**src/common/rx_sig_counters_cfg.svh**
```systemverilog
`ifndef RX_SIG_COUNTERS_CFG_SVH
`define RX_SIG_COUNTERS_CFG_SVH

// ==================================================
// register indices (byte address = 4 * index)
`define MW_ENABLE_1_IDX 9'h03C
`define MW_ENABLE_2_IDX 9'h03D
`define MW_ENABLE_3_IDX 9'h03E
`define SIG_FIRST_IDX 9'h040
`define SIG_LAST_IDX 9'h04F
`define LINE_VIOL_HI_IDX 9'h050
`define LINE_VIOL_LO_IDX 9'h051
`define PATH_VIOL_HI_IDX 9'h052
`define PATH_VIOL_LO_IDX 9'h053
`define FRAME_SLIP_HI_IDX 9'h054
`define FRAME_SLIP_LO_IDX 9'h055
`define EBIT_HI_IDX 9'h056
`define EBIT_LO_IDX 9'h057
`define REMOTE_A_HI_IDX 9'h058
`define REMOTE_A_LO_IDX 9'h059
`define MODE_CTRL_IDX 9'h070
`define IRQ_STATUS_IDX 9'h071
`define IRQ_MASK_IDX 9'h072

// ==================================================
// port stride in register indices
`define PORT_STRIDE 12'h200

// ==================================================
// field positions
`define MODE_E1_BIT 0
`define MODE_ESF_BIT 1
`define IRQ_SIG_UPDATE_BIT 0
`define IRQ_SYNC_LOSS_BIT 1
`define IRQ_SATURATE_BIT 2

// ==================================================
// reset values
`define MODE_CTRL_RST 8'h00
`define IRQ_MASK_RST 8'h00
`define COUNT_RST 16'h0000
`define SIG_RST 8'h00

// ==================================================
// digital milliwatt code, eight-byte cycle
`define MW_CODE_0 8'h1E
`define MW_CODE_1 8'h0B
`define MW_CODE_2 8'h0B
`define MW_CODE_3 8'h1E
`define MW_CODE_4 8'h9E
`define MW_CODE_5 8'h8B
`define MW_CODE_6 8'h8B
`define MW_CODE_7 8'h9E

`endif

```
**src/common/rx_sig_counters_pkg.sv**
```systemverilog
`include "rx_sig_counters_cfg.svh"

package rx_sig_counters_pkg;

   typedef struct packed {
      logic [15:0][7:0] sig;
      logic [4:0][15:0] cnt;
      logic [23:0] mw_en;
      logic [7:0] mode;
      logic [7:0] irq_status;
      logic [7:0] irq_mask;
      logic [7:0] lo_shadow;
      logic [2:0] mw_phase;
      logic [31:0] readdata;
      logic waitrequest;
      logic irq;
      logic [7:0] rx_data_out;
      logic rx_data_out_valid;
      logic sync_lost_d;
   } core_state_t;

endpackage

```
**src/core/rx_sig_counters.sv**
```systemverilog
// Notes on behaviour
// - Each set T1 milliwatt enable bit replaces that channel's receive byte with the milliwatt code.
// - The sixteen signaling bytes sit at 040h to 04Fh, repeated per port at a 200h stride.
// - In T1 mode store k carries channel k ABCD high and channel k+12 ABCD low, A first.
// - In E1 mode store 1 reads zero high with spare bits low; store k has channels k-1 and k+14.
// - With extended superframe framing all four signaling bits A, B, C, D are captured.
// - With D4 framing the received A and B are copied into the C and D positions.
// - While the framer is out of sync the signaling store is frozen at its last values.
// - A 16-bit line violation tally reads high at 050h and low at 051h, reset zero.
// - A 16-bit path violation tally reads high at 052h and low at 053h, reset zero.
// - A 16-bit frame slip tally reads high at 054h and low at 055h, reset zero.
// - In E1 mode only a 16-bit E-bit tally reads high at 056h and low at 057h, reset zero.
// - A 16-bit remote error A tally has its high byte at 058h, reset zero.
// - The remote error A tally low byte reads at 059h, reset zero.
//
// Implementation choice: the Avalon-MM slave port.
`timescale 1ns/100ps
`default_nettype none

module rx_sig_counters #(
   parameter int PORT_ID = 0,
   parameter int NUM_CHANNELS = 24
) (
   input wire logic mclk,
   input wire logic sys_rst,
   input wire logic [13:0] avs_address,
   input wire logic avs_read,
   input wire logic avs_write,
   input wire logic [31:0] avs_writedata,
   input wire logic [3:0] avs_byteenable,
   output logic [31:0] avs_readdata,
   output logic avs_waitrequest,
   output logic irq,
   input wire logic sig_valid,
   input wire logic [4:0] sig_channel,
   input wire logic [3:0] sig_abcd,
   input wire logic sync_lost,
   input wire logic line_violation_evt,
   input wire logic path_violation_evt,
   input wire logic frame_slip_evt,
   input wire logic far_error_bit_evt,
   input wire logic remote_error_a_evt,
   input wire logic rx_data_valid,
   input wire logic [4:0] rx_data_channel,
   input wire logic [7:0] rx_data_in,
   output logic [7:0] rx_data_out,
   output logic rx_data_out_valid
);

   // ==================================================
   // elaboration checks
   generate
      if (PORT_ID < 0 || PORT_ID > 7) begin : g_bad_port
         $error("PORT_ID must be 0 to 7");
      end
      if (NUM_CHANNELS != 24) begin : g_bad_chan
         $error("milliwatt enables serve exactly 24 channels");
      end
   endgenerate

   localparam logic [2:0] PORT_SEL = 3'(PORT_ID);

   rx_sig_counters_pkg::core_state_t cur_ff;
   rx_sig_counters_pkg::core_state_t nxt_cur;

   // ==================================================
   // decode helpers
   function automatic logic port_hit(input logic [13:0] addr);
      port_hit = (addr[13:11] == PORT_SEL);
   endfunction

   function automatic logic [8:0] reg_idx(input logic [13:0] addr);
      reg_idx = addr[10:2];
   endfunction

   // store index and nibble (1 = high) for a channel
   function automatic logic [4:0] sig_slot(input logic [4:0] ch, input logic e1);
      logic [3:0] idx;
      logic hi;
      idx = 4'h0;
      hi = 1'b0;
      if (!e1) begin
         if (ch >= 5'h01 && ch <= 5'h0C) begin
            idx = 4'(ch - 5'h01);
            hi = 1'b1;
         end else begin
            idx = 4'(ch - 5'h0D);
            hi = 1'b0;
         end
      end else begin
         if (ch == 5'h00) begin
            idx = 4'h0;
            hi = 1'b0;
         end else if (ch <= 5'h0F) begin
            idx = 4'(ch);
            hi = 1'b1;
         end else begin
            idx = 4'(ch - 5'h0F);
            hi = 1'b0;
         end
      end
      sig_slot = {hi, idx};
   endfunction

   function automatic logic sig_ch_ok(input logic [4:0] ch, input logic e1);
      if (e1) begin
         sig_ch_ok = (ch <= 5'h1E);
      end else begin
         sig_ch_ok = (ch >= 5'h01 && ch <= 5'h18);
      end
   endfunction

   function automatic logic [7:0] mw_code(input logic [2:0] ph);
      case (ph)
         3'h0: mw_code = `MW_CODE_0;
         3'h1: mw_code = `MW_CODE_1;
         3'h2: mw_code = `MW_CODE_2;
         3'h3: mw_code = `MW_CODE_3;
         3'h4: mw_code = `MW_CODE_4;
         3'h5: mw_code = `MW_CODE_5;
         3'h6: mw_code = `MW_CODE_6;
         default: mw_code = `MW_CODE_7;
      endcase
   endfunction

   // ==================================================
   // event vector, one entry per tally
   logic [4:0] tally_evt;
   logic e1_mode;
   logic esf_mode;
   logic [4:0] slot;
   logic [3:0] nib;
   logic [8:0] ridx;
   logic hit;
   logic acc_now;
   logic [7:0] rd_byte;
   logic [7:0] irq_set;
   logic sat_hit;
   logic sig_take;

   assign e1_mode = cur_ff.mode[`MODE_E1_BIT];
   assign esf_mode = cur_ff.mode[`MODE_ESF_BIT];
   assign tally_evt = {remote_error_a_evt, far_error_bit_evt & e1_mode, frame_slip_evt,
                       path_violation_evt, line_violation_evt};
   assign ridx = reg_idx(avs_address);
   assign hit = port_hit(avs_address);
   // request completes at the edge where waitrequest is sampled low
   assign acc_now = (avs_read | avs_write) & ~cur_ff.waitrequest;
   assign slot = sig_slot(sig_channel, e1_mode);
   assign sig_take = sig_valid & ~sync_lost & sig_ch_ok(sig_channel, e1_mode);

   // ==================================================
   // next state
   always_comb begin
      nxt_cur = cur_ff;
      irq_set = 8'h00;
      sat_hit = 1'b0;
      rd_byte = 8'h00;
      nib = 4'h0;

      if (esf_mode || e1_mode || sig_channel == 5'h00) begin
         nib = sig_abcd;
      end else begin
         nib = {sig_abcd[3:2], sig_abcd[3:2]};
      end
      if (sig_take) begin
         if (slot[4]) begin
            nxt_cur.sig[slot[3:0]][7:4] = nib;
         end else begin
            nxt_cur.sig[slot[3:0]][3:0] = nib;
         end
         irq_set[`IRQ_SIG_UPDATE_BIT] = 1'b1;
      end

      for (int k = 0; k < 5; k++) begin
         if (tally_evt[k]) begin
            if (cur_ff.cnt[k] != 16'hFFFF) begin
               nxt_cur.cnt[k] = cur_ff.cnt[k] + 16'h0001;
            end else begin
               sat_hit = 1'b1;
            end
         end
      end
      irq_set[`IRQ_SATURATE_BIT] = sat_hit;

      nxt_cur.sync_lost_d = sync_lost;
      irq_set[`IRQ_SYNC_LOSS_BIT] = sync_lost & ~cur_ff.sync_lost_d;

      // milliwatt path, phase steps once per frame
      nxt_cur.rx_data_out_valid = rx_data_valid;
      nxt_cur.rx_data_out = rx_data_in;
      if (rx_data_valid) begin
         if (rx_data_channel >= 5'h01 && rx_data_channel <= 5'h18 &&
             cur_ff.mw_en[rx_data_channel - 5'h01]) begin
            nxt_cur.rx_data_out = mw_code(cur_ff.mw_phase);
         end
         if (rx_data_channel == 5'h18) begin
            nxt_cur.mw_phase = cur_ff.mw_phase + 3'h1;
         end
      end

      // read mux
      if (hit) begin
         if (ridx >= `SIG_FIRST_IDX && ridx <= `SIG_LAST_IDX) begin
            rd_byte = cur_ff.sig[4'(ridx - `SIG_FIRST_IDX)];
            if (e1_mode && ridx == `SIG_FIRST_IDX) begin
               rd_byte[7:4] = 4'h0;
            end
            if (!e1_mode && ridx > `SIG_FIRST_IDX + 9'h00B) begin
               rd_byte = 8'h00;
            end
         end else if (ridx >= `LINE_VIOL_HI_IDX && ridx <= `REMOTE_A_LO_IDX) begin
            if (ridx[0]) begin
               rd_byte = cur_ff.lo_shadow;
            end else begin
               rd_byte = cur_ff.cnt[3'(4'(ridx - `LINE_VIOL_HI_IDX) >> 1)][15:8];
            end
         end else begin
            case (ridx)
               `MW_ENABLE_1_IDX: rd_byte = cur_ff.mw_en[7:0];
               `MW_ENABLE_2_IDX: rd_byte = cur_ff.mw_en[15:8];
               `MW_ENABLE_3_IDX: rd_byte = cur_ff.mw_en[23:16];
               `MODE_CTRL_IDX: rd_byte = cur_ff.mode;
               `IRQ_STATUS_IDX: rd_byte = cur_ff.irq_status;
               `IRQ_MASK_IDX: rd_byte = cur_ff.irq_mask;
               default: rd_byte = 8'h00;
            endcase
         end
      end

      // bus handshake: one wait cycle, then a one-cycle acknowledge
      nxt_cur.waitrequest = 1'b1;
      if ((avs_read | avs_write) && cur_ff.waitrequest) begin
         nxt_cur.waitrequest = 1'b0;
         nxt_cur.readdata = {24'h000000, rd_byte};
      end

      // interrupt status: write one to clear, a new event wins
      nxt_cur.irq_status = cur_ff.irq_status;
      if (acc_now && avs_write && hit && ridx == `IRQ_STATUS_IDX && avs_byteenable[0]) begin
         nxt_cur.irq_status = cur_ff.irq_status & ~avs_writedata[7:0];
      end
      nxt_cur.irq_status = nxt_cur.irq_status | irq_set;

      if (acc_now && hit) begin
         if (avs_read && !ridx[0] && ridx >= `LINE_VIOL_HI_IDX &&
             ridx <= `REMOTE_A_HI_IDX) begin
            // capture low byte with the high byte
            nxt_cur.lo_shadow = cur_ff.cnt[3'(4'(ridx - `LINE_VIOL_HI_IDX) >> 1)][7:0];
         end
         if (avs_write && avs_byteenable[0]) begin
            case (ridx)
               `MW_ENABLE_1_IDX: nxt_cur.mw_en[7:0] = avs_writedata[7:0];
               `MW_ENABLE_2_IDX: nxt_cur.mw_en[15:8] = avs_writedata[7:0];
               `MW_ENABLE_3_IDX: nxt_cur.mw_en[23:16] = avs_writedata[7:0];
               `MODE_CTRL_IDX: nxt_cur.mode = avs_writedata[7:0] & 8'h03;
               `IRQ_MASK_IDX: nxt_cur.irq_mask = avs_writedata[7:0] & 8'h07;
               default: nxt_cur.mode = nxt_cur.mode;
            endcase
         end
      end

      nxt_cur.irq = |(nxt_cur.irq_status & nxt_cur.irq_mask);
   end

   // ==================================================
   // state register
   always_ff @(posedge mclk or posedge sys_rst) begin
      if (sys_rst) begin
         cur_ff.sig <= {16{`SIG_RST}};
         cur_ff.cnt <= {5{`COUNT_RST}};
         cur_ff.mw_en <= 24'h000000;
         cur_ff.mode <= `MODE_CTRL_RST;
         cur_ff.irq_status <= 8'h00;
         cur_ff.irq_mask <= `IRQ_MASK_RST;
         cur_ff.lo_shadow <= 8'h00;
         cur_ff.mw_phase <= 3'h0;
         cur_ff.readdata <= 32'h00000000;
         cur_ff.waitrequest <= 1'b1;
         cur_ff.irq <= 1'b0;
         cur_ff.rx_data_out <= 8'h00;
         cur_ff.rx_data_out_valid <= 1'b0;
         cur_ff.sync_lost_d <= 1'b0;
      end else begin
         cur_ff <= nxt_cur;
      end
   end

   // ==================================================
   // outputs straight from flops
   assign avs_readdata = cur_ff.readdata;
   assign avs_waitrequest = cur_ff.waitrequest;
   assign irq = cur_ff.irq;
   assign rx_data_out = cur_ff.rx_data_out;
   assign rx_data_out_valid = cur_ff.rx_data_out_valid;

endmodule

`default_nettype wire

```
**config.mk**
```make
export PLATFORM = sky130hd
export DESIGN_NAME = rx_sig_counters
export DESIGN_NICKNAME = d
export VERILOG_FILES = /design/src/common/rx_sig_counters_pkg.sv /design/src/core/rx_sig_counters.sv
export VERILOG_INCLUDE_DIRS = /design/src /design/src/common
export SDC_FILE = /design/constraint.sdc
export NUM_CORES = 1
export LEC_CHECK = 0
export BUFFER_PORTS_ARGS = -buffer_cell sky130_fd_sc_hd__buf_2
export CAP_MARGIN = 20
export CELL_PAD_IN_SITES_DETAIL_PLACEMENT = 1
export CELL_PAD_IN_SITES_GLOBAL_PLACEMENT = 1
export CORE_UTILIZATION = 49
export CTS_CLUSTER_SIZE = 24
export DETAILED_ROUTE_END_ITERATION = 10
export GPL_ROUTABILITY_DRIVEN = 0
export PLACE_DENSITY = 0.76
export SYNTH_ARGS = -nofsm -noshare
export SYNTH_HDL_FRONTEND = slang
export SYNTH_SLANG_ARGS = --single-unit
```
**constraint.sdc**
```tcl
create_clock -name mclk -period 12.4 [get_ports mclk]
set_input_delay 1.24 -clock mclk [delete_from_list [all_inputs] [get_ports mclk]]
set_output_delay 1.24 -clock mclk [all_outputs]
set_load 0.02 [all_outputs]
```
Yosys cells after proc, flatten, opt, wreduce, memory -nomap -nowiden
Index checks and enable logic that the tools add are counted.
- register bits after elaboration: 281
- input bits: 84
- output and inout bits: 43
- logic and storage cells: 187
- add/sub/neg operators: 12
- magnitude comparators: 18
- equality and inequality tests: 18
- mux-type cells: 50
- bitwise operators: 13
- reduce and logical (&&, ||, !) cells: 41
- operator list (cell ; number):
    $bwmux 128 ; 2
    $mux 128 ; 1
    $mux 8 ; 13
    $add 16x1->16 const B ; 5
    $ne 16x16->1 const B ; 5
    $demux 8 s4 ; 2
    $bmux 16 s3 ; 1
    $pmux 8 s6 ; 1
    $eq 9x7->1 const B ; 4
    $bmux 8 s4 ; 1
    $mux 16 ; 2
    $eq 9x6->1 const B ; 3
    $le 9x7->1 const B ; 3
    $mux 4 ; 6
    $pmux 8 s3 ; 1
    $logic_and 1x1->1 ; 19
    $ge 9x7->1 const B ; 2
    $mux 1 ; 18
    $and 8x8->8 ; 2
    $le 5x5->1 const B ; 3
    $reduce_and 2->1 ; 7
    $reduce_and 3->1 ; 4
    $sub 4x1->4 const B ; 3
    $ge 5x1->1 const B ; 2
    26 further kinds ; 42

Depth between registers and ports, before layout
Gate-level depths: netlist (run 1).
- word-level depth: 14
- gate-level depth with buffers: 13
- gate-level depth less buffers: 11

Worst setup path before layout (run 1)
Ideal clock, no wire load.
- kind: input-to-reg
- start: in sig_channel[1]
- end: reg cur_ff[291] in the netlist's numbering
- setup time: 0.125 ns
- arrival time: 4.245 ns
- path slack: 8.031 ns
- stages: 13
- buffers on the path: 2
- cell sequence: buf_2 > inv_1 > ha_1 > and3b_1 > a211oi_4 > ha_1 > o21a_1 > o211ai_1 > xor2_1 > mux2_2 > buf_2 > or3_1 > mux2_2
- word-level cells in the longest chain between the ends: 10
- RTL lines (item ; RTL line ; source):
    from (decl) ; rx_sig_counters.sv:35 ; input wire logic [4:0] sig_channel,
    $sub 4x4->4 (tied with other cells) ; rx_sig_counters.sv:98 ; idx = 4'(ch - 5'h0F);
    $mux 4 / $logic_and 1x1->1 (equally long branches) ; rx_sig_counters.sv:94, rx_sig_counters.sv:83 ;
    $mux 4 (on tied branches) ; rx_sig_counters.sv:91, rx_sig_counters.sv:83 ;
    $mux 4 ; rx_sig_counters.sv:82 ; if (!e1) begin
    $lt 4x5->1 (implied by the code) / $ge 4x1->1 (equally long branches) ; rx_sig_counters.sv:168 ; nxt_cur.sig[slot[3:0]][7:4] = nib;
    $logic_and 1x1->1 (implied by the code) ; rx_sig_counters.sv:168 ;
    $mux 8 (implied by the code) ; rx_sig_counters.sv:168 ;
    $demux 8 s4 ; rx_sig_counters.sv:168 ;
    $bwmux 128 ; rx_sig_counters.sv:168 ;
    $mux 128 ; rx_sig_counters.sv:167 ; if (slot[4]) begin
    to (signal assigned) ; rx_sig_counters.sv:285 ; cur_ff <= nxt_cur;
    to (decl) ; rx_sig_counters.sv:63 ; rx_sig_counters_pkg::core_state_t cur_ff;
Parallel ways exist; a longest one is shown, timed or not.
A chain may end at the register's enable or synchronous reset.

Final worst setup path (run 1)
- start: in sig_channel[0]
- end: reg cur_ff[200] in the netlist's numbering
- word-level cells in the longest chain between the ends: 10
- RTL lines (item ; RTL line ; source):
    $sub 4x4->4 (tied with other cells) ; rx_sig_counters.sv:98 ;
    $mux 4 / $logic_and 1x1->1 (equally long branches) ; rx_sig_counters.sv:94, rx_sig_counters.sv:83 ;
    $mux 4 (on tied branches) ; rx_sig_counters.sv:91, rx_sig_counters.sv:83 ;
    $mux 4 ; rx_sig_counters.sv:82 ;
    $lt 4x5->1 (implied by the code) / $ge 4x1->1 (equally long branches) ; rx_sig_counters.sv:170 ; nxt_cur.sig[slot[3:0]][3:0] = nib;
    $logic_and 1x1->1 (implied by the code) ; rx_sig_counters.sv:170 ;
    $mux 4 (implied by the code) ; rx_sig_counters.sv:170 ;
    $demux 8 s4 ; rx_sig_counters.sv:170 ;
    $bwmux 128 ; rx_sig_counters.sv:170 ;
    $mux 128 ; rx_sig_counters.sv:167 ;
Parallel ways exist; a longest one is shown, timed or not.

==> summary.txt, run 1 <==
STA
  – Fmax: about 0.22 GHz
  – Total negative slack: 0 ns
  – Max transition margin: 0.340
  – Final worst slack: ~8 ns
  – Min cycle time layout: roughly 4.5 ns
  – Final Setup Violations: 0
  – RSZ-0062 raised after global routing: false
  – Final period utilization: 0.365
  – Slew Limit Fails: 0
  – Worst slew pin tran: approximately 1 ns
  – Final hold viol count: 0
  – Worst clock skew: roughly 0.018 ns

Clocking
  – Setup bufs post-CTS: 0
  – CTS Root Cell: clkbuf_16
  – Htree depth: 1
  – Inserted Clock Buffers: 31
  – CTS Hold Buffers Added: 0
  – Clk slew on worst S/H paths: 0.06 ns
  – TritonCTS clock tree: done
  – Clock sinks: between 200 and 300
  – Clock buffer depth: 3
  – Worst-Skew Late Latency: 0.57 ns
  – Post-cts sizing count: 0

Place
  – DP HPWL: roughly 27000 um
  – Area after DPL: approximately 15000 um2
  – Setup WS pre-CTS: 7.34 ns
  – Number of buffers added on ports: 73

Setup path
  – CP max stage cell: nor4_2
  – Crit-path cells: buf_2 -> inv_1 -> ha_1 -> and3b_1 -> a211oi_4 -> ha_1 -> o21a_1 -> o211ai_1 -> xor2_1 -> mux2i_1 -> buf_4 -> nor4_2 -> mux2_2
  – Crit Path Category: primary input to flip-flop
  – WP data arrival: between 4 and 5 ns
  – Max FO, Critical Path: 14
  – Startpoint class of the critical path: primary input
  – Crit path capture type: flip-flop
  – Crit-path max cell delay: 0.64 ns
  – Required @ worst endpoint: around 13 ns
  – Top cell by count, worst path: ha_1
  – R2R depth: 6

Global routing
  – First-pass GRT wire length: between 60000 and 70000 um
  – Total global-route track usage: 0.252
  – Initial antenna violation count: 1
  – Pin count of the biggest net entering global routing: 161
  – Total grt overflow: 0
  – Vias in the first global route: between 10000 and 15000

Power
  – Worst VDD drop: 0.000111 V
  – NetSw: between 0.6 and 0.7 mW
  – PD cells: 150 nW/um2
  – Leak: about 7.4 nW
  – Pint: 1.78 mW
  – Clock power share: 0.363
  – Combinational power share: 0.165
  – Switching part of the total: 0.277
  – Share of power burned in registers: 0.472

Logic synthesis
  – Mapped Cells: between 1000 and 1500
  – Register bit total from synthesis: between 200 and 300
  – Synth async-reset ratio: 1.00
  – Unique masters post-synth: between 70 and 80
  – Syn avg cell area: 12.1 um2
  – Netlist Area Pre-Place: about 15000 um2
  – Number of synthesized flops with an enable pin: 0
  – Synth warnings: 0
  – Seq/Total Area, Yosys: 0.473
  – Main flop type after synthesis: dfrtp_1

Finish
  – Register area: 7030 um2
  – Post-Layout Inst Area: 16300 um2
  – # diodes: 0
  – Nets: 1371
  – Layout cells sized above 1: 0.305
  – Area grow syn2layout: 9.92%
  – Multi-input gate area: a little over 7000 um2
  – Filler Cell Count: 3048

Routing
  – WL per Instance: 22.7 um
  – Via-to-Cell Ratio: between 6 and 7
  – Initial DRC count: approximately 700
  – Pre-antenna DRT Iters: 5
  – Post-route ant nets: 0
  – Final WL: between 30000 and 40000 um
  – Via count: a little over 10000
  – DRC Markers: 0

Hold path
  – Hold crit path type: flip-flop to flip-flop
  – Min-Delay Path Depth: 1

Job
  – Maximum capacitance violations: 0

Floorplanning
  – Die width: around 180 um
  – Boundary Pins: 127
  – Die height: around 180 um
  – Row cnt: 63
  – Starting Density: 0.500
  – DIE AREA: 31000 um2
  – Core area: between 20000 and 30000 um2

Status
  – Status: finished, final reports clean
[final timing paths]
kind	start	to	slack, ns
setup / recovery	sig_channel[0]	cur_ff[200]$_DFFE_PP0P_	7.88
hold / removal	cur_ff[0]$_DFF_PP0_	cur_ff[64]$_DFF_PP0_	0.49
min in group asynchronous	sys_rst	cur_ff[136]$_DFFE_PP0P_	0.85
max in group asynchronous	sys_rst	cur_ff[87]$_DFFE_PP0P_	10.19
hold reg to reg	cur_ff[0]$_DFF_PP0_	cur_ff[64]$_DFF_PP0_	0.49
setup reg to reg	avs_waitrequest$_DFF_PP1_	irq$_DFF_PP0_	9.53
[registers in the layout, summed over array words and instances, names as in the netlist]
signal             count
rx_data_out            8
irq                    1
rx_data_out_valid      1
avs_waitrequest        1
avs_readdata           8
cur_ff               262
[through the flow]
step / power (mW) / std cells / hold slack [ns] / util
after global routing: 2.57 / 1680 / 0.506 / 0.550
after CTS: 2.48 / 1679 / 0.488 / 0.550
after floorplan: 1.45 / 1253 / 0.411 / -
after detailed placement: 1.58 / 1626 / 0.458 / 0.517
final: 2.46 / 1680 / 0.486 / 0.550
after global placement: 1.55 / 1626 / 0.433 / 0.517
[worst max-delay path: cells and delay by family]
family	cells	cell delay, ns
simple gates	2	0.85
buf+inv	3	0.60
fa+ha+maj	2	0.57
xor+xnor	1	0.21
compound gates	3	0.87
mux	2	0.61
[Yosys cell counts (29+ instances only)]
| master | instances | area share |
|---|---|---|
| dfrtp_1 | 280 | 0.47 |
| mux2_2 | 173 | 0.13 |
| nand2_1 | 82 | 0.021 |
| mux4_2 | 59 | 0.089 |
| nor2_1 | 48 | 0.012 |
| xnor2_1 | 48 | 0.028 |
| nand3_1 | 45 | 0.015 |
| buf_4 | 40 | 0.020 |
| clkbuf_1 | 40 | 0.010 |
| a21oi_1 | 32 | 0.011 |
| xor2_1 | 31 | 0.018 |
| inv_1 | 29 | 0.0073 |
[power groups by stage]
| stage | registers, mW | logic, mW | clock network, mW |
|---|---|---|---|
| 2_1_floorplan | 1.13 | 0.319 | 0 |
| 3_3_place_gp | 1.16 | 0.385 | 0 |
| 3_5_place_dp | 1.17 | 0.405 | 0 |
| 4_1_cts | 1.16 | 0.409 | 0.912 |
| 5_1_grt | 1.18 | 0.442 | 0.947 |
| 6_report | 1.16 | 0.405 | 0.891 |
[metal layers]
| metal | wire (um) | global-route usage | share of wire | vias to the layer above |
|---|---|---|---|---|
| li1 | - | - | - | 4559 |
| met1 | 17300 | 0.362 | 0.45 | 5322 |
| met2 | 18400 | 0.411 | 0.48 | 247 |
| met3 | 1840 | 0.0319 | 0.048 | 44 |
| met4 | 615 | 0.0543 | 0.016 | 0 |
| met5 | 0 | 0 | 0 | - |
[placed cells by master, fill, tap and decap left out, drive strengths merged, types with 6 or more instances in the layout]
cell type  netlist  layout
a31oi            8       8
and3            17      17
or2              6       6
nor3            31      31
a211oi          10      10
mux2           173     173
nand3           45      45
nand2           82      82
a22oi           10      10
xnor2           48      48
inv             30      31
o21ai           12      12
xor2            31      31
nor2            49      49
nor3b            8       8
clkbuf          40      47
and4             8       8
a21oi           32      32
nand2b           9       9
nor4            10      10
o31ai            6       6
ha              17      17
a221oi          11      11
mux2i            9       9
buf             60      84
conb             1      24
a21boi           7       7
a22o             9       9
or3             10      10
mux4            59      59
nand4           26      26
and2            16      16
dfrtp          280     280
[logic make-up after synthesis]
kind of cell,Yosys count,synth area share
AO/OA/AOI/OAI,144,0.0704
XOR/XNOR,79,0.0465
adder cells (fa/ha/maj),17,0.0143
buffers and inverters,130,0.0443
flip-flops,281,0.473
multiplexers,241,0.226
other,1,0.000252
AND/OR/NAND/NOR,337,0.125
[cell type report]
class                           instances  share of cell area
Clock inverter                          6             0.00360
Clock buffer                           47              0.0560
Inverter                               30             0.00735
Sequential cell                       281               0.430
Timing Repair Buffer                   84              0.0285
Multi-Input combinational cell        842               0.444
Tap cell                              390              0.0299
Power figures use the tool's default switching activity.
==> run 2, diff against run 1 <==
--- a/config.mk
+++ b/config.mk
@@ -6,15 +6,16 @@
 export SDC_FILE = /design/constraint.sdc
 export NUM_CORES = 1
 export LEC_CHECK = 0
+export ABC_AREA = 1
 export BUFFER_PORTS_ARGS = -buffer_cell sky130_fd_sc_hd__buf_2
 export CAP_MARGIN = 20
 export CELL_PAD_IN_SITES_DETAIL_PLACEMENT = 1
 export CELL_PAD_IN_SITES_GLOBAL_PLACEMENT = 1
-export CORE_UTILIZATION = 49
+export CORE_UTILIZATION = 40
 export CTS_CLUSTER_SIZE = 24
 export DETAILED_ROUTE_END_ITERATION = 10
 export GPL_ROUTABILITY_DRIVEN = 0
-export PLACE_DENSITY = 0.76
+export PLACE_DENSITY = 0.72
 export SYNTH_ARGS = -nofsm -noshare
 export SYNTH_HDL_FRONTEND = slang
 export SYNTH_SLANG_ARGS = --single-unit
==> constraint.sdc (replaced) <==
create_clock -name mclk -period 3.7 [get_ports mclk]
set_input_delay 0.37 -clock mclk [delete_from_list [all_inputs] [get_ports mclk]]
set_output_delay 0.37 -clock mclk [all_outputs]
set_load 0.02 [all_outputs]
==> run 2 against run 1 <==
  * Clock power rose to 3.7 times the previous value
  * Sequential share of layout area down 2.5 points
  * Hold slack worse by 0.45 ns
  * Combinational power rose to 3.8 times the previous value
  * Final area up 6.1%
  * Core utilization down 9.2 points
  * Critical path depth up 5
==> summary.txt, run 2 <==
Status
  – Status: finished, final reports clean

Global routing
  – Total grt overflow: 0 (unchanged)
  – Pin count of the biggest net entering global routing: 128 (-20%)
  – First-pass GRT wire length: 78000 um (+28%)
  – Vias in the first global route: 14300 (+34%)
  – Total global-route track usage: 0.253 (+0.000819)
  – Initial antenna violation count: 0 (-1)

Logic synthesis
  – Post-synth top cells: 675 x nand2_1, 280 x dfrtp_1, 236 x nor2_1
  – Unique masters post-synth: 41 (-47%)
  – Mapped Cells: 2086 (+70%)
  – Top cells by area, synth: dfrtp_1 45%, nand2_1 16%, nand3_1 7.1%
  – Most common cell in the synthesized netlist: nand2_1
  – Area leader, netlist: dfrtp_1
  – Main flop type after synthesis: dfrtp_1
  – Seq/Total Area, Yosys: 0.455 (-0.0185)
  – Number of synthesized flops with an enable pin: 0 (unchanged)
  – Netlist Area Pre-Place: 15500 um2 (+4.1%)
  – Area share of the largest cell type after synthesis: 0.453 (-0.0184)
  – Synth async-reset ratio: 1.00 (unchanged)
  – Register bit total from synthesis: 281 (unchanged)
  – Syn avg cell area: 7.42 um2 (-39%)
  – Synth warnings: 0 (unchanged)

STA
  – Slew Limit Fails: 0 (unchanged)
  – Max transition margin: 0.369 (+0.0290)
  – Final hold viol count: 0 (unchanged)
  – Min cycle time layout: about 2.8 ns
  – Final Setup Violations: 0 (unchanged)
  – Worst clock skew: 0.00959 ns (-0.00874 ns)
  – Worst slew pin tran: 0.943 ns (-0.0460 ns)
  – Fmax: around 0.36 GHz
  – RSZ-0062 raised after global routing: false
  – Final worst slack: 0.906 ns (-6.97 ns)
  – Final period utilization: 0.755

Finish
  – Commonest non-fill, non-tap cell in the layout: nand2_1
  – Core Util, Final: 0.458 (-0.0919)
  – # diodes: 0 (unchanged)
  – Layout cells sized above 1: 0.0917 (-0.214)
  – Area grow syn2layout: 12.0%
  – Post-Layout Inst Area: 17300 um2 (+6.1%)
  – Largest register FFs: 262 (unchanged)
  – Non-filler instance count after layout: 2671 (+59%)
  – Top reg by flops: cur_ff
  – Leading cell types in the layout, fill and taps excluded: 675 x nand2_1, 280 x dfrtp_1, 236 x nor2_1, 221 x nand3_1, 159 x inv_1
  – Nets: 2238 (+63%)

Power
  – Pint: 6.00 mW (+240%)
  – Power, Total: 8.72 mW (+250%)
  – Switching part of the total: 0.312 (+0.0343)
  – Clock power share: 0.383 (+0.020)
  – Share of power burned in registers: 0.443 (-0.029)
  – PD cells: 503 nW/um2 (+230%)
  – NetSw: 2.72 mW (+300%)
  – Leak: 8.99 nW (+22%)
  – Worst VDD drop: 0.000331 V (+200%)
  – Combinational power share: 0.174 (+0.009)

Floorplanning
  – Die width: 199 um (+13%)
  – Die height: 199 um (+13%)
  – Core area: 37800 um2 (+27%)
  – Boundary Pins: 127 (unchanged)
  – Row cnt: 71 (+13%)
  – Starting Density: 0.409 (-0.0915)
  – DIE AREA: 39500 um2 (+27%)

Clocking
  – Inserted Clock Buffers: 36 (+16%)
  – Htree depth: 2 (+1)
  – Setup bufs post-CTS: 0 (unchanged)
  – Clk slew on worst S/H paths: 0.05 ns (about the same)
  – CTS Root Cell: clkbuf_16
  – Worst-Skew Late Latency: 0.52 ns (-0.05 ns)
  – Clock buffer depth: 3 (unchanged)
  – TritonCTS clock tree: done
  – Post-cts sizing count: 0 (unchanged)
  – Clock sinks: 281 (unchanged)

Setup path
  – Crit path capture type: flip-flop
  – WP data arrival: 3.20 ns (-1.78 ns)
  – Required @ worst endpoint: 4.11 ns (-8.74 ns)
  – R2R depth: 9 (+3)
  – Startpoint class of the critical path: primary input
  – Max FO, Critical Path: 16 (+2)
  – Crit Path Category: primary input to flip-flop

Place
  – Placed cells: 2606 (+60%)
  – DP HPWL: 34600 um (+28%)
  – Setup WS pre-CTS: 0.371 ns (-6.97 ns)
  – Number of buffers added on ports: 73 (unchanged)
  – Area after DPL: 16200 um2 (+5.3%)

Job
  – Maximum capacitance violations: 0 (unchanged)

Routing
  – Via count: 14000 (+38%)
  – Post-route ant nets: 0 (unchanged)
  – Pre-antenna DRT Iters: 5 (unchanged)
  – WL per Instance: 18.1 um (-20%)
  – Initial DRC count: 739 (+6.3%)
  – DRC Markers: 0 (unchanged)
  – Via-to-Cell Ratio: 5.25 (-13%)
  – Final WL: 48500 um (+27%)

Hold path
  – Hold crit path type: primary input to flip-flop
  – Min-Delay Path Depth: 3 (+2)
[run 2: cell count changes after synthesis, sizes merged, moves of 30 or more]
cell	previous run	this run
o21ai	12	87
nand3	45	227
nand2	82	677
xnor2	48	18
mux4	59	0
inv	30	171
nand4	26	69
nor2	49	260
mux2	173	3
[run 2: worst paths after layout]
check	startpoint	slack, ns	to
worst max-delay path	sig_channel[1]	0.91	cur_ff[184]$_DFFE_PP0P_
worst min-delay path	rx_data_in[1]	0.04	rx_data_out[1]$_DFF_PP0_
worst max register to register	cur_ff[71]$_DFFE_PP0P_	0.97	cur_ff[203]$_DFFE_PP0P_
worst min register to register	cur_ff[231]$_DFFE_PP0P_	0.47	cur_ff[231]$_DFFE_PP0P_
max in group asynchronous	sys_rst	2.25	cur_ff[86]$_DFFE_PP0P_
min in group asynchronous	sys_rst	0.30	cur_ff[239]$_DFFE_PP0P_
[run 2: final cells by class]
class	count	area [um2]
Multi-Input combinational cell	1548	7290
Inverter	172	649
Sequential cell	281	7030
Clock inverter	6	57.6
Tap cell	511	639
Fill cell	4783	20500
Timing Repair Buffer	98	618
Clock buffer	55	1040
[run 2: cell families after synthesis]
family,count (synthesis),synth area share
other,1,0.000242
buffers and inverters,280,0.0803
xor gates and xnor gates,73,0.0413
AOI/OAI and AO/OA,166,0.0593
muxes,3,0.00218
DFF,281,0.455
adders and majority gates,17,0.0137
and+or+nand+nor,1265,0.348
[run 2: per-stage QoR]
stage	setup TNS, ns	hold slack [ns]
after floorplan	-109.34	0.401
after global placement	0	0.284
after detailed placement	0	0.284
after CTS	0	0.0204
after global routing	0	0.0443
final	0	0.0394
[run 2: worst max-delay path, cell delays in order]
cell	delay [ns]
buf_2	0.14
inv_1	0.11
ha_1	0.19
inv_1	0.06
nand2_1	0.05
nor2_1	0.21
nor2_2	0.10
ha_1	0.33
a21oi_1	0.26
nand2_1	0.12
nand2_1	0.08
nand2_1	0.07
nand2_1	0.06
nand3_1	0.18
nand2_2	0.38
nand4_1	0.29
nand2_1	0.15
nand2_1	0.06
[run 2: what timing repair did]
action	in CTS	in global routing
endpoints found under the hold margin	4	0
endpoints found under the setup margin	0	0
hold buffers	3	0
[run 2: metal layers]
metal,part of all wire,track usage,up-vias
met5,0,0,-
met4,0.030,0.0806,0
met3,0.042,0.0312,85
met2,0.47,0.421,273
met1,0.45,0.342,6918
li1,-,-,6747
[run 2: power groups by stage]
stage               Combinational (mW)  Clock (mW)  Sequential, mW
CTS                               1.53        3.42            3.86
global placement                  1.45           0            3.89
floorplan                         1.11           0            3.81
finish                            1.52        3.34            3.86
global route                      1.74        3.53            3.92
detailed placement                1.52           0            3.91
